[config.mk]
export PLATFORM = sky130hd
export DESIGN_NAME = ext_irq_ctrl
export DESIGN_NICKNAME = d
export VERILOG_FILES = /design/src/design/ext_irq_pkg.sv /design/src/design/ext_pin_if.sv /design/src/design/ext_irq_ctrl.sv /design/src/design/port_sync.sv /design/src/design/ext_input_mon.sv
export SDC_FILE = /design/constraint.sdc
export NUM_CORES = 1
export LEC_CHECK = 0
export BUFFER_PORTS_ARGS = -buffer_cell sky130_fd_sc_hd__buf_4
export CAP_MARGIN = 20
export CORE_MARGIN = 1.5
export CORE_UTILIZATION = 44
export CTS_CLUSTER_DIAMETER = 60
export CTS_CLUSTER_SIZE = 20
export DETAILED_ROUTE_END_ITERATION = 6
export PLACE_DENSITY = 0.69
export SLEW_MARGIN = 20
export SYNTH_ARGS = -nofsm -noshare
export SYNTH_HDL_FRONTEND = slang
export SYNTH_SLANG_ARGS = --single-unit
[constraint.sdc]
create_clock -name core_clk_i -period 4.6 [get_ports core_clk_i]
set_clock_uncertainty 0.15 [all_clocks]
set_input_delay 0.92 -clock core_clk_i [delete_from_list [all_inputs] [get_ports core_clk_i]]
set_output_delay 0.92 -clock core_clk_i [all_outputs]
set_load 0.005 [all_outputs]
[src/design/ext_irq_pkg.sv]
package ext_irq_pkg;

  localparam logic [7:0] ADDR_POWER_CONTROL_REG     = 8'h87;
  localparam logic [7:0] ADDR_PIN_CFG  = 8'hE4;
  localparam logic [7:0] ADDR_EN       = 8'hE6;
  localparam logic [7:0] ADDR_PRI      = 8'hF6;

  localparam logic [7:0] PIN_CFG_RST   = 8'h01;
  localparam logic [7:0] EN_RST        = 8'h00;
  localparam logic [7:0] PRI_RST       = 8'h00;
  localparam logic [5:0] POWER_CONTROL_REG_GF_RST   = 6'h00;
  localparam logic [7:0] EXT_WR_MASK   = 8'hBD;

  localparam int BIT_TMR3  = 7;
  localparam int BIT_CMP   = 5;
  localparam int BIT_PCA   = 4;
  localparam int BIT_CONV  = 3;
  localparam int BIT_WIN   = 2;
  localparam int BIT_BUS   = 0;

  localparam int ONE_POL_BIT   = 7;
  localparam int ONE_SEL_LSB   = 4;
  localparam int ZERO_POL_BIT  = 3;
  localparam int ZERO_SEL_LSB  = 0;
  localparam int SEL_W         = 3;

  localparam int POWER_CONTROL_REG_IDLE_BIT = 0;
  localparam int POWER_CONTROL_REG_STOP_BIT = 1;
  localparam int POWER_CONTROL_REG_GF_LSB   = 2;
  localparam int POWER_CONTROL_REG_GF_W     = 6;

  localparam int NUM_SRC       = 6;
  localparam int SRC_BIT [NUM_SRC] = '{BIT_BUS, BIT_WIN, BIT_CONV, BIT_PCA, BIT_CMP, BIT_TMR3};
  localparam logic [3:0] SRC_NUM [NUM_SRC] = '{4'h7, 4'h9, 4'hA, 4'hB, 4'hC, 4'hE};
  localparam logic [15:0] VEC_BASE  = 16'h0003;
  localparam int          VEC_SHIFT = 3;
  localparam logic [15:0] RESET_PC  = 16'h0000;

  typedef enum logic [2:0] {
    PWR_RUN,
    PWR_IDLE_ARM,
    PWR_IDLE,
    PWR_STOP_ARM,
    PWR_STOP
  } pwr_state_e;

endpackage : ext_irq_pkg

[src/design/ext_pin_if.sv]
`timescale 1ns/1ps
`default_nettype none
interface ext_pin_if;
  logic [2:0] sel;
  logic       pol;
  logic       active;

  modport cfg (
    output sel,
    output pol,
    input  active
  );

  modport mon (
    input  sel,
    input  pol,
    output active
  );
endinterface : ext_pin_if
`default_nettype wire

[src/design/ext_irq_ctrl.sv]
`timescale 1ns/1ps
`default_nettype none
module ext_irq_ctrl (
  // Clock and reset
  input  wire logic        core_clk_i,
  input  wire logic        rst_i,
  // Special function register access
  input  wire logic [7:0]  sfr_addr_i,
  input  wire logic [7:0]  sfr_wdata_i,
  input  wire logic        sfr_wr_i,
  input  wire logic        sfr_rd_i,
  output logic      [7:0]  sfr_rdata_o,
  // Core status
  input  wire logic        global_irq_enable_i,
  input  wire logic        base_irq_pending_i,
  input  wire logic        insn_done_i,
  // Peripheral request flags
  input  wire logic        timer_three_low_overflow_flag_i,
  input  wire logic        timer_three_high_overflow_flag_i,
  input  wire logic        comparator_rise_flag_i,
  input  wire logic        comparator_fall_flag_i,
  input  wire logic        counter_array_irq_i,
  input  wire logic        conversion_done_flag_i,
  input  wire logic        window_compare_flag_i,
  input  wire logic        mgmt_bus_irq_i,
  // Port 0 pins
  input  wire logic [7:0]  port0_pins_i,
  // External inputs toward the base interrupt logic
  output logic             ext_input_zero_o,
  output logic             ext_input_one_o,
  // Vectored request to the core
  output logic             irq_req_o,
  output logic             irq_high_o,
  output logic      [3:0]  irq_num_o,
  output logic      [15:0] irq_vector_o,
  // Power control
  output logic             cpu_halt_o,
  output logic             idle_o,
  output logic             stop_o,
  output logic             int_osc_en_o,
  output logic             timers_run_o,
  output logic             periph_run_o
);

  import ext_irq_pkg::*;

  logic [7:0] port0_sync;

  ext_pin_if zero_pin ();
  ext_pin_if one_pin ();

  port_sync u_port_sync (
    .core_clk_i (core_clk_i),
    .rst_i      (rst_i),
    .pins_i     (port0_pins_i),
    .pins_o     (port0_sync)
  );

  ext_input_mon u_zero_mon (
    .core_clk_i (core_clk_i),
    .rst_i      (rst_i),
    .pins_i     (port0_sync),
    .pin        (zero_pin.mon)
  );

  ext_input_mon u_one_mon (
    .core_clk_i (core_clk_i),
    .rst_i      (rst_i),
    .pins_i     (port0_sync),
    .pin        (one_pin.mon)
  );

  // Register file.
  logic [7:0] pin_cfg_r;
  logic [7:0] pin_cfg_nxt;
  logic [7:0] en_r;
  logic [7:0] en_nxt;
  logic [7:0] pri_r;
  logic [7:0] pri_nxt;
  logic [5:0] gf_r;
  logic [5:0] gf_nxt;
  logic [7:0] rdata_r;
  logic [7:0] rdata_nxt;

  always_comb begin
    pin_cfg_nxt = pin_cfg_r;
    en_nxt      = en_r;
    pri_nxt     = pri_r;
    gf_nxt      = gf_r;
    if (sfr_wr_i) begin
      case (sfr_addr_i)
        ADDR_PIN_CFG: pin_cfg_nxt = sfr_wdata_i;
        ADDR_EN:      en_nxt      = sfr_wdata_i & EXT_WR_MASK;
        ADDR_PRI:     pri_nxt     = sfr_wdata_i & EXT_WR_MASK;
        ADDR_POWER_CONTROL_REG:    gf_nxt      = sfr_wdata_i[POWER_CONTROL_REG_GF_LSB +: POWER_CONTROL_REG_GF_W];
        default: begin
          gf_nxt = gf_r;
        end
      endcase
    end
  end

  always_comb begin
    rdata_nxt = rdata_r;
    if (sfr_rd_i) begin
      case (sfr_addr_i)
        ADDR_PIN_CFG: rdata_nxt = pin_cfg_r;
        ADDR_EN:      rdata_nxt = en_r & EXT_WR_MASK;
        ADDR_PRI:     rdata_nxt = pri_r & EXT_WR_MASK;
        ADDR_POWER_CONTROL_REG:    rdata_nxt = {gf_r, 2'b00};
        default:      rdata_nxt = 8'h00;
      endcase
    end
  end

  // Registers hold their contents through idle; only reset clears them.
  always_ff @(posedge core_clk_i) begin
    if (rst_i) begin
      pin_cfg_r <= PIN_CFG_RST;
      en_r      <= EN_RST;
      pri_r     <= PRI_RST;
      gf_r      <= POWER_CONTROL_REG_GF_RST;
      rdata_r   <= 8'h00;
    end else begin
      pin_cfg_r <= pin_cfg_nxt;
      en_r      <= en_nxt;
      pri_r     <= pri_nxt;
      gf_r      <= gf_nxt;
      rdata_r   <= rdata_nxt;
    end
  end

  assign sfr_rdata_o = rdata_r;

  // External input configuration.
  assign one_pin.pol  = pin_cfg_r[ONE_POL_BIT];
  assign one_pin.sel  = pin_cfg_r[ONE_SEL_LSB +: SEL_W];
  assign zero_pin.pol = pin_cfg_r[ZERO_POL_BIT];
  assign zero_pin.sel = pin_cfg_r[ZERO_SEL_LSB +: SEL_W];
  assign ext_input_zero_o = zero_pin.active;
  assign ext_input_one_o  = one_pin.active;

  // Source gating.
  logic [7:0]         raw_req;
  logic [7:0]         gated_req;
  logic [NUM_SRC-1:0] pend;
  logic [NUM_SRC-1:0] pend_high;

  always_comb begin
    raw_req           = 8'h00;
    raw_req[BIT_TMR3] = timer_three_low_overflow_flag_i | timer_three_high_overflow_flag_i;
    raw_req[BIT_CMP]  = comparator_rise_flag_i | comparator_fall_flag_i;
    raw_req[BIT_PCA]  = counter_array_irq_i;
    raw_req[BIT_CONV] = conversion_done_flag_i;
    raw_req[BIT_WIN]  = window_compare_flag_i;
    raw_req[BIT_BUS]  = mgmt_bus_irq_i;
    gated_req = raw_req & en_r & {8{global_irq_enable_i}};
    for (int i = 0; i < NUM_SRC; i++) begin
      pend[i]      = gated_req[SRC_BIT[i]];
      pend_high[i] = pend[i] & pri_r[SRC_BIT[i]];
    end
  end

  // Arbitration: any high request first, then by ascending number.
  logic        sel_valid;
  logic        sel_high;
  logic [3:0]  sel_num;

  always_comb begin
    sel_valid = 1'b0;
    sel_high  = 1'b0;
    sel_num   = 4'h0;
    for (int i = NUM_SRC - 1; i >= 0; i--) begin
      if (pend[i] && !(|pend_high && !pend_high[i])) begin
        sel_valid = 1'b1;
        sel_high  = pend_high[i];
        sel_num   = SRC_NUM[i];
      end
    end
  end

  // Power management state.
  pwr_state_e pwr_r;
  pwr_state_e pwr_nxt;
  logic       wake;
  logic       power_control_reg_wr;

  assign power_control_reg_wr = sfr_wr_i && (sfr_addr_i == ADDR_POWER_CONTROL_REG);
  assign wake    = sel_valid || base_irq_pending_i;

  always_comb begin
    pwr_nxt = pwr_r;
    case (pwr_r)
      PWR_RUN: begin
        if (power_control_reg_wr && sfr_wdata_i[POWER_CONTROL_REG_STOP_BIT]) begin
          pwr_nxt = insn_done_i ? PWR_STOP : PWR_STOP_ARM;
        end else if (power_control_reg_wr && sfr_wdata_i[POWER_CONTROL_REG_IDLE_BIT]) begin
          pwr_nxt = insn_done_i ? PWR_IDLE : PWR_IDLE_ARM;
        end
      end
      PWR_IDLE_ARM: begin
        if (insn_done_i) begin
          pwr_nxt = PWR_IDLE;
        end
      end
      PWR_IDLE: begin
        if (wake) begin
          pwr_nxt = PWR_RUN;
        end
      end
      PWR_STOP_ARM: begin
        if (insn_done_i) begin
          pwr_nxt = PWR_STOP;
        end
      end
      PWR_STOP: begin
        pwr_nxt = PWR_STOP;
      end
      default: begin
        pwr_nxt = PWR_RUN;
      end
    endcase
  end

  // Any reset, watchdog included, returns to run; the core restarts at RESET_PC.
  // The core keeps its return address so service resumes after the idle write.
  always_ff @(posedge core_clk_i) begin
    if (rst_i) begin
      pwr_r <= PWR_RUN;
    end else begin
      pwr_r <= pwr_nxt;
    end
  end

  // Registered vectored request; stop mode silences all interrupts.
  logic        irq_req_r;
  logic        irq_req_nxt;
  logic        irq_high_r;
  logic        irq_high_nxt;
  logic [3:0]  irq_num_r;
  logic [3:0]  irq_num_nxt;
  logic [15:0] irq_vec_r;
  logic [15:0] irq_vec_nxt;
  logic        stopped;
  logic        stop_next;

  // Gating on the next state keeps the request low from the first stop cycle on.
  assign stopped   = (pwr_r == PWR_STOP);
  assign stop_next = (pwr_nxt == PWR_STOP);

  always_comb begin
    irq_req_nxt  = sel_valid && !stop_next;
    irq_high_nxt = sel_high && !stop_next;
    irq_num_nxt  = sel_num;
    irq_vec_nxt  = VEC_BASE + (16'(sel_num) << VEC_SHIFT);
  end

  always_ff @(posedge core_clk_i) begin
    if (rst_i) begin
      irq_req_r  <= 1'b0;
      irq_high_r <= 1'b0;
      irq_num_r  <= 4'h0;
      irq_vec_r  <= RESET_PC;
    end else begin
      irq_req_r  <= irq_req_nxt;
      irq_high_r <= irq_high_nxt;
      irq_num_r  <= irq_num_nxt;
      irq_vec_r  <= irq_vec_nxt;
    end
  end

  assign irq_req_o    = irq_req_r;
  assign irq_high_o   = irq_high_r;
  assign irq_num_o    = irq_num_r;
  assign irq_vector_o = irq_vec_r;

  // Idle stops only the CPU; stop also freezes timers and the internal oscillator.
  assign idle_o       = (pwr_r == PWR_IDLE);
  assign stop_o       = stopped;
  assign cpu_halt_o   = idle_o || stopped;
  assign periph_run_o = !stopped;
  assign timers_run_o = !stopped;
  assign int_osc_en_o = !stopped;

endmodule : ext_irq_ctrl
`default_nettype wire

[src/design/port_sync.sv]
`timescale 1ns/1ps
`default_nettype none
module port_sync (
  // Clock and reset
  input  wire logic       core_clk_i,
  input  wire logic       rst_i,
  // Pins
  input  wire logic [7:0] pins_i,
  output logic      [7:0] pins_o
);

  logic [7:0] meta_r;
  logic [7:0] meta_nxt;
  logic [7:0] sync_r;
  logic [7:0] sync_nxt;

  always_comb begin
    meta_nxt = pins_i;
    sync_nxt = meta_r;
  end

  always_ff @(posedge core_clk_i) begin
    if (rst_i) begin
      meta_r <= 8'h00;
      sync_r <= 8'h00;
    end else begin
      meta_r <= meta_nxt;
      sync_r <= sync_nxt;
    end
  end

  assign pins_o = sync_r;

endmodule : port_sync
`default_nettype wire

[src/design/ext_input_mon.sv]
`timescale 1ns/1ps
`default_nettype none
module ext_input_mon (
  // Clock and reset
  input  wire logic       core_clk_i,
  input  wire logic       rst_i,
  // Synchronised port-0 levels
  input  wire logic [7:0] pins_i,
  // Configuration and result
  ext_pin_if.mon          pin
);

  logic active_r;
  logic active_nxt;

  // Pure observation of the chosen pin; nothing drives the port.
  always_comb begin
    active_nxt = pins_i[pin.sel] ~^ pin.pol;
  end

  always_ff @(posedge core_clk_i) begin
    if (rst_i) begin
      active_r <= 1'b0;
    end else begin
      active_r <= active_nxt;
    end
  end

  assign pin.active = active_r;

endmodule : ext_input_mon
`default_nettype wire

Yosys cells after proc, flatten, opt, wreduce, memory -nomap -nowiden
Cells that the tools add are included.
- muxes and demuxes: 31
- bitwise logic cells: 12
- add/subtract/negate cells: 1
- reduce and logical (&&, ||, !) cells: 39
- magnitude comparators: 2
- equality and inequality tests: 9
- operators with widths (cell ; number):
    $eq A8 B8 Y1 const B ; 4
    $pmux W8 S4 ; 1
    $mux W4 ; 6
    $mux W3 ; 6
    $logic_and A1 B1 Y1 ; 17
    $and A8 B8 Y8 ; 2
    $pmux W3 S5 ; 1
    $logic_not A1 Y1 ; 14
    $mux W1 ; 14
    $add A2 B7 Y8 const A ; 1
    $lt A3 B4 Y1 const B ; 2
    $reduce_and A2 Y1 ; 4
    $and A1 B1 Y1 ; 6
    $bmux W1 S3 ; 2
    $eq A3 B2 Y1 const B ; 2
    $eq A3 B3 Y1 const B ; 2
    $reduce_or A6 Y1 ; 1
    $eq A3 B1 Y1 const B ; 1
    $logic_not A3 Y1 ; 1
    $logic_or A1 B1 Y1 ; 2
    $mux W2 ; 1
    $or A1 B1 Y1 ; 2
    $xnor A1 B1 Y1 ; 2
- output and inout port bits: 38
- input port bits: 39
- register bits: 77

Logic depth before layout (Yosys ltp)
Gate-level depths: netlist of run 1.
- word-level depth: 20
- gate-level depth with buffers: 6
- gate-level depth less buffers: 5

Hierarchy
A second synthesis of run 1 with hierarchy kept.
- cells, all modules: 319
- area, all modules: 3017.9 um^2
- modules (own cells, without submodules) (module ; cells an instance ; area an instance (um^2) ; instances ; seq. area each (um^2)):
    ext_irq_ctrl ; 266 ; 2328.5 ; 1 ; 880.8
    port_sync ; 33 ; 464.2 ; 1 ; 320.3
    ext_input_mon ; 10 ; 112.6 ; 2 ; 20.0

Worst setup path after synthesis of run 1
Ideal clock, no wire load.
- path type: input port to flip-flop
- from: in sfr_addr_i[5]
- to: reg pwr_r[1]
- setup time: 0.059 ns
- stages on the path: 6
- buffers on the path: 1
- path slack: 2.090 ns
- arrival: 2.301 ns
- cells stage by stage: or2_1 or4_4 buf_6 or3_1 a21oi_1 a31o_1
- cells in the longest elaborated chain, start to end: 6
- elaborated cells on any way between the ends: 7
- classes of those cells: eq/ne: 1; mux: 3; reduce/logical: 3
- RTL lines (element ; line ; source):
    start: declaration ; ext_irq_ctrl.sv:8 ; input wire logic [7:0] sfr_addr_i,
    $eq A8 B8 Y1 (*) ; ext_irq_ctrl.sv:188 ; assign power_control_reg_wr = sfr_wr_i && (sfr_addr_i == ADDR_POWER_CONTROL_REG);
    $logic_and A1 B1 Y1 (*) ; ext_irq_ctrl.sv:188 ;
    $logic_and A1 B1 Y1 ; ext_irq_ctrl.sv:197 ; end else if (power_control_reg_wr && sfr_wdata_i[POWER_CONTROL_REG_IDLE_BIT]) begin
    $mux W3 ; ext_irq_ctrl.sv:197 ;
    $mux W3 (*) ; ext_irq_ctrl.sv:195 ; if (power_control_reg_wr && sfr_wdata_i[POWER_CONTROL_REG_STOP_BIT]) begin
    $pmux W3 S5 (*) ; ext_irq_ctrl.sv:193 ; case (pwr_r)
    end signal: assignment ; ext_irq_ctrl.sv:231 ; pwr_r <= pwr_nxt;
    end: declaration ; ext_irq_ctrl.sv:183 ; pwr_state_e pwr_r;
Every way passes the cells marked *; elsewhere a longest branch is shown, timed or not.
A chain may end at the register's enable or synchronous reset.

Worst setup path after layout of run 1
- from: in sfr_addr_i[0]
- to: reg pri_r[7]
- cells in the longest elaborated chain, start to end: 2
- RTL lines (element ; line ; source):
    $eq A8 B8 Y1 ; ext_irq_ctrl.sv:91 ; case (sfr_addr_i)
    $reduce_and A2 Y1 (no line) ; -- ;
    end signal: assignment ; ext_irq_ctrl.sv:127 ; pri_r <= pri_nxt;
    end: declaration ; ext_irq_ctrl.sv:78 ; logic [7:0] pri_r;
No other way between the ends.

==> impl_metrics.env, run 1 <==
export IMPL_status="finished clean"
export IMPL_synth_seq_cells=62
export IMPL_dr_total_vias=2517
export IMPL_setup_violations=0
export IMPL_cp_slowest_cell="nor4_2"
export IMPL_cts_max_level=3
export IMPL_hold_buffers=0
export IMPL_crit_path_max_fanout=6
export IMPL_numPortBuffers=66
export IMPL_cts_buffers=9
export IMPL_grt_pass1_vias=2323
export IMPL_place_congestion=0.8674
export IMPL_gr_total_overflow=0
export IMPL_fin_crit_ns=2.441
export IMPL_wl_mm=6.533
export IMPL_clkTransAtPathRegs_ns=0.07
export IMPL_dp_cells=436
export IMPL_wl_met1_mm=2.902
export IMPL_crit_arrival_ns=2.51
export IMPL_synthCells=314
export IMPL_crit_type="in2reg"
export IMPL_syn_avg_cell_area_um2=8.930
export IMPL_met2WireLength_mm=3.062
export IMPL_async_flop_share_pct=0
export IMPL_rsz0062_at_grt="false"
export IMPL_nets=411
export IMPL_yosysWarnings=0
export IMPL_grt_max_degree=56
export IMPL_drt_pre_antenna_iters=5
export IMPL_post_dp_hpwl_mm=4.712
export IMPL_final_period_utilization_pct=53.07
export IMPL_core_area_um2=6026
export IMPL_clock_latency_ns=0.34
export IMPL_synth_top_area_share_pct=44.27
export IMPL_synth_flop_cell="dfxtp_1"
export IMPL_ioPinCount=77
export IMPL_viasPerCell=5.569
export IMPL_die_h_um=82.83
export IMPL_start_util_pct=46.53
export IMPL_cts_tree="built"
export IMPL_path_delay_family="simple AND/OR/NAND/NOR gates"
export IMPL_fin_cells=452
export IMPL_antenna_cells=0
export IMPL_synthTopCellsByArea="dfxtp_1 44%, a21oi_1 4.8%, nand2_1 4.7%"
export IMPL_rows=28
export IMPL_die_w_um=82.83
export IMPL_cts_buffer_depth=2
export IMPL_critPathRequiredTime_ns=4.67
export IMPL_grt_pass1_wl_mm=10.64
export IMPL_clock_sinks=62
export IMPL_path_cells="buf_4 > nand3b_1 > nor4_2 > mux2i_1 > nor2_1"
export IMPL_max_cap_violations=0
export IMPL_cts_resized=0
export IMPL_slowest_delay_ns=0.86
export IMPL_whs_ns=0.2915
export IMPL_die_area_um2=6861
export IMPL_relSlewSlack_pct=33.57
export IMPL_power_density_nw_per_um2=319.4
export IMPL_drtIter0Drc=125
export IMPL_synth_edf_count=0
export IMPL_wl_met3_um=425
export IMPL_synth_area_leader_cell="dfxtp_1"
export IMPL_p_leak_nw=1.402
export IMPL_tightest_slew_ns=0.9882
export IMPL_setup_tns_ns=0
export IMPL_synth_seq_area_share_pct=44.27
export IMPL_min_path_type="reg2reg"
export IMPL_final_hold_violation_count=0
export IMPL_peakVddDrop_mv=0.2470
export IMPL_postCtsSetupRepairBufs=0
export IMPL_crit_path_start_kind="primary input"
export IMPL_wire_per_inst_um=14.45
export IMPL_clockRootBuffer="clkbuf_8"
export IMPL_dpl_instance_area_um2=3258
export IMPL_top_layer_used="met4"
export IMPL_drive_above_1_share_pct=25.73
export IMPL_drv_slew=0
export IMPL_cp_end_kind="flip-flop"
export IMPL_final_area_um2=3462
export IMPL_fill_cells=590
export IMPL_drc=0
export IMPL_area_growth_syn_to_layout_pct=23.47
export IMPL_ant_nets=0
export IMPL_syn_area_um2=2804
export IMPL_final_util_pct=57.45
export IMPL_timing_fmax_mhz=409.6
export IMPL_grt_antenna_before_repair=0
export IMPL_grt_total_usage_pct=19.33
export IMPL_path_buf_inv=1
export IMPL_yosysUniqueCellTypes=52
==> worst paths after layout <==
path	startpoint	cells after the start	to	slack, ns
worst max-delay path	sfr_addr_i[0]	5	pri_r[7]$_SDFFE_PP0P_	2.16
worst min-delay path	u_port_sync.meta_r[2]$_SDFF_PP0_	1	u_port_sync.pins_o[2]$_SDFF_PP0_	0.29
worst max register to register	en_r[7]$_SDFFE_PP0P_	5	irq_num_o[1]$_SDFF_PP0_	2.80
worst min register to register	u_port_sync.meta_r[2]$_SDFF_PP0_	1	u_port_sync.pins_o[2]$_SDFF_PP0_	0.29
==> cell usage in the layout (no fill, tap or decap), types with 4 or more instances in the layout <==
cell type / synthesis / final
dfxtp_1: 62 / 62
a22oi_1: 13 / 13
nor2b_1: 17 / 17
o21ai_0: 4 / 4
mux2i_1: 8 / 8
nand4_1: 5 / 5
buf_4: 17 / 69
conb_1: 1 / 10
a22o_1: 7 / 7
mux4_2: 4 / 4
nor3_1: 4 / 4
nand2b_1: 4 / 4
clkbuf_8: 0 / 9
nor2_1: 23 / 23
nand2_1: 35 / 35
nand3_1: 25 / 25
a21oi_1: 27 / 27
==> sequential cells by signal, summed over array words and instances, names as in the netlist, 3 cells and up <==
| signal | count |
|---|---|
| pri_r | 6 |
| sfr_rdata_o | 8 |
| u_port_sync.meta_r | 8 |
| u_port_sync.pins_o | 8 |
| en_r | 6 |
| gf_r | 6 |
| irq_num_o | 4 |
| pin_cfg_r | 8 |
| pwr_r | 3 |
==> layer usage <==
layer	up-vias	track usage, %
met5	-	0
met4	0	8.939
met3	14	6.163
met2	104	30.67
met1	1182	23.93
li1	1217	-
==> worst register-to-register path, cell delays in order (launching register included) <==
cell	delay, ns
dfxtp_1	0.35
o211a_1	0.18
a22o_1	0.30
o21bai_1	0.26
nand2_1	0.19
a221oi_1	0.28
==> where the power goes <==
part | switching [W] | internal, W | leakage, nW | total [W]
registers | 0.00000302 | 0.000545 | 0.504 | 0.000548
logic | 0.0000354 | 0.0000363 | 0.801 | 0.0000717
clock network | 0.000229 | 0.000256 | 0.0968 | 0.000486
total | 0.000268 | 0.000838 | 1.40 | 0.00111
==> stage by stage <==
step / total power (W) / setup WS, ns
after floorplan: 0.0005975 / 2.090
after global placement: 0.0006313 / 1.894
after detailed placement: 0.0006324 / 1.865
after CTS: 0.001119 / 2.174
after global routing: 0.001148 / 2.069
final: 0.001106 / 2.159
==> synth_stat cells, types with 2 or more instances <==
library cell,number
inv_1,3
or2_2,2
o211a_1,2
xnor2_1,2
a221oi_1,2
mux4_2,4
mux2i_1,8
o21ai_0,4
nor4_2,2
a22o_1,7
nor2_1,23
a211oi_1,2
dfxtp_1,62
a31oi_1,3
nand3_1,25
a22oi_1,13
buf_4,17
nand2_1,35
clkbuf_1,10
nor3_1,4
nor2b_1,17
a21oi_1,27
buf_2,3
nand4_1,5
nand3b_1,2
nand2b_1,4
==> layout make-up <==
cell class | count | area [um^2] | area share, %
flip-flops and latches | 62 | 1241 | 35.85
clock buffers | 9 | 123.9 | 3.578
clock inverters | 7 | 80.08 | 2.313
inverters | 4 | 15.01 | 0.4337
repair buffers | 69 | 518.0 | 14.96
multi-input cells | 226 | 1390 | 40.15
well taps | 75 | 93.84 | 2.711
==> logic make-up after synthesis <==
family                 Yosys count  synth area share [%]
other                            1                0.1337
multiplexers                    13                 6.471
XOR/XNOR                         3                0.9373
flip-flops                      62                 44.27
buffers and inverters           35                 7.362
AO/OA/AOI/OAI                   68                 16.15
AND/OR/NAND/NOR                132                 24.68
(Power assumes the default switching activity.)
==> run 2: changes to the inputs <==
==> constraint.sdc (replaced) <==
create_clock -name core_clk_i -period 2.4 [get_ports core_clk_i]
set_clock_uncertainty 0.15 [all_clocks]
set_input_delay 0.48 -clock core_clk_i [delete_from_list [all_inputs] [get_ports core_clk_i]]
set_output_delay 0.48 -clock core_clk_i [all_outputs]
set_load 0.005 [all_outputs]
==> run 2 against run 1 <==
Cell count up 0.88%. Sequential power up 92%. Critical endpoint is now irq_req_o$_SDFF_PP0_. Register-to-register slack lost 2.2 ns. Setup slack worse by 1.7 ns. Global-route usage grew 0.33 points.
==> impl_metrics.env, run 2 (same netlist as run 1, synthesis figures left out) <==
export IMPL_crit_arrival_ns=1.99
export IMPL_reg2reg_to="irq_num_o[3]$_SDFF_PP0_"
export IMPL_final_hold_violation_count=0
export IMPL_grt_pass1_vias=2225
export IMPL_setup_tns_ns=0
export IMPL_numPortBuffers=66
export IMPL_holdPathEnd="u_port_sync.meta_r[1]$_SDFF_PP0_"
export IMPL_max_cap_violations=0
export IMPL_timing_fmax_mhz=523.6
export IMPL_peakVddDrop_mv=0.4243
export IMPL_cts_buffers=9
export IMPL_final_period_utilization_pct=79.58
export IMPL_rows=28
export IMPL_r2r_slack_ns=0.63
export IMPL_cts_buffer_depth=2
export IMPL_clock_latency_ns=0.34
export IMPL_setup_violations=0
export IMPL_grt_max_degree=56
export IMPL_grt_total_usage_pct=19.66
export IMPL_cp_end_kind="flip-flop"
export IMPL_fin_cells=456
export IMPL_clock_sinks=62
export IMPL_clkTransAtPathRegs_ns=0.07
export IMPL_grt_pass1_wl_mm=10.77
export IMPL_die_w_um=82.83
export IMPL_power_density_nw_per_um2=676.5
export IMPL_fill_cells=549
export IMPL_ioPinCount=77
export IMPL_multi_input_area_um2=1390
export IMPL_drc=0
export IMPL_gr_total_overflow=0
export IMPL_wl_mm=6.528
export IMPL_place_congestion=0.8145
export IMPL_cts_max_level=3
export IMPL_drt_pre_antenna_iters=5
export IMPL_relSlewSlack_pct=63.42
export IMPL_critPathRequiredTime_ns=2.48
export IMPL_final_common_cell="buf_4"
export IMPL_tightest_slew_ns=0.5487
export IMPL_antenna_cells=0
export IMPL_dp_slack_ns=0.1912
export IMPL_grt_antenna_before_repair=0
export IMPL_start_util_pct=46.53
export IMPL_postCtsSetupRepairBufs=0
export IMPL_fin_ws_ns=0.4900
export IMPL_final_seq_area_um2=1241
export IMPL_dp_cells=440
export IMPL_drive_above_1_share_pct=26.51
export IMPL_min_from="port0_pins_i[1]"
export IMPL_rsz0062_at_grt="false"
export IMPL_crit_path_max_fanout=9
export IMPL_drv_slew=0
export IMPL_die_area_um2=6861
export IMPL_hold_path_depth=2
export IMPL_rr_worst_depth=5
export IMPL_die_h_um=82.83
export IMPL_p_leak_nw=1.456
export IMPL_crit_type="in2reg"
export IMPL_status="finished clean"
export IMPL_final_util_pct=59.03
export IMPL_min_path_type="in2reg"
export IMPL_hold_buffers=0
export IMPL_path_cells="buf_4 > or2_1 > or4_4 > nor4_1 > or4_1 > a21oi_1"
export IMPL_crit_path_start_kind="primary input"
export IMPL_dr_total_vias=2483
export IMPL_r2r_start="en_r[7]$_SDFFE_PP0P_"
export IMPL_post_dp_hpwl_mm=4.719
export IMPL_ant_nets=0
export IMPL_fin_crit_ns=1.910
export IMPL_cp_slowest_cell="or4_4"
export IMPL_clockRootBuffer="clkbuf_8"
export IMPL_cts_resized=0
export IMPL_area_growth_syn_to_layout_pct=26.86
export IMPL_cts_tree="built"
export IMPL_drtIter0Drc=221
export IMPL_nets=415
export IMPL_core_area_um2=6026
export IMPL_viasPerCell=5.445
export IMPL_slowest_delay_ns=0.57
export IMPL_wire_per_inst_um=14.32
export IMPL_final_cell_mix="73 x buf_4, 62 x dfxtp_1, 35 x nand2_1"
[run 2: per-layer routing]
metal  track usage (%)  routed length [um]
met3             5.567                 480
met1             26.23                2855
met5                 0                   0
met4             8.182                  96
met2             29.93                3095
[run 2: worst max-delay path by stage]
stage	depth (start not counted)	startpoint	slack [ns]	to
floorplan	6	sfr_addr_i[5]	0.33	pwr_r[1]$_SDFF_PP0_
global placement	6	sfr_addr_i[5]	0.21	irq_req_o$_SDFF_PP0_
detailed placement	6	sfr_addr_i[5]	0.19	irq_req_o$_SDFF_PP0_
CTS	6	sfr_addr_i[5]	0.51	irq_req_o$_SDFF_PP0_
global route	6	sfr_addr_i[5]	0.39	irq_req_o$_SDFF_PP0_
finish	6	sfr_addr_i[5]	0.49	irq_req_o$_SDFF_PP0_
[run 2: cell type report]
type | count | share of cell area, %
multi-input combinational | 226 | 39.08
tap | 75 | 2.638
clock inverter | 7 | 4.080
timing repair buffer | 73 | 15.41
clock buffer | 9 | 3.482
sequential | 62 | 34.89
inverter | 4 | 0.4221
[run 2: report_power, final]
| group | internal, W | leakage (nW) | switching (W) |
|---|---|---|---|
| clock | 0.000800 | 0.130 | 0.000416 |
| sequential | 0.00105 | 0.504 | 0.00000574 |
| combinational | 0.0000707 | 0.822 | 0.0000692 |
| total | 0.00192 | 1.46 | 0.000490 |
[run 2: stage by stage]
stage	hold WS [ns]	area, um^2	total power [W]
final	0.1973	3557	0.002406
after global routing	0.1834	3557	0.002506
after CTS	0.1830	3557	0.002429
after detailed placement	0.2733	3288	0.001215
after global placement	0.2686	3288	0.001213
after floorplan	0.2638	2838	0.001145
[run 2: worst max-delay path: cells and delay by family]
kind | cells | cell delay, ns
and+or+nand+nor | 4 | 1.36
buffers and inverters | 1 | 0.11
AOI/OAI and AO/OA | 1 | 0.04
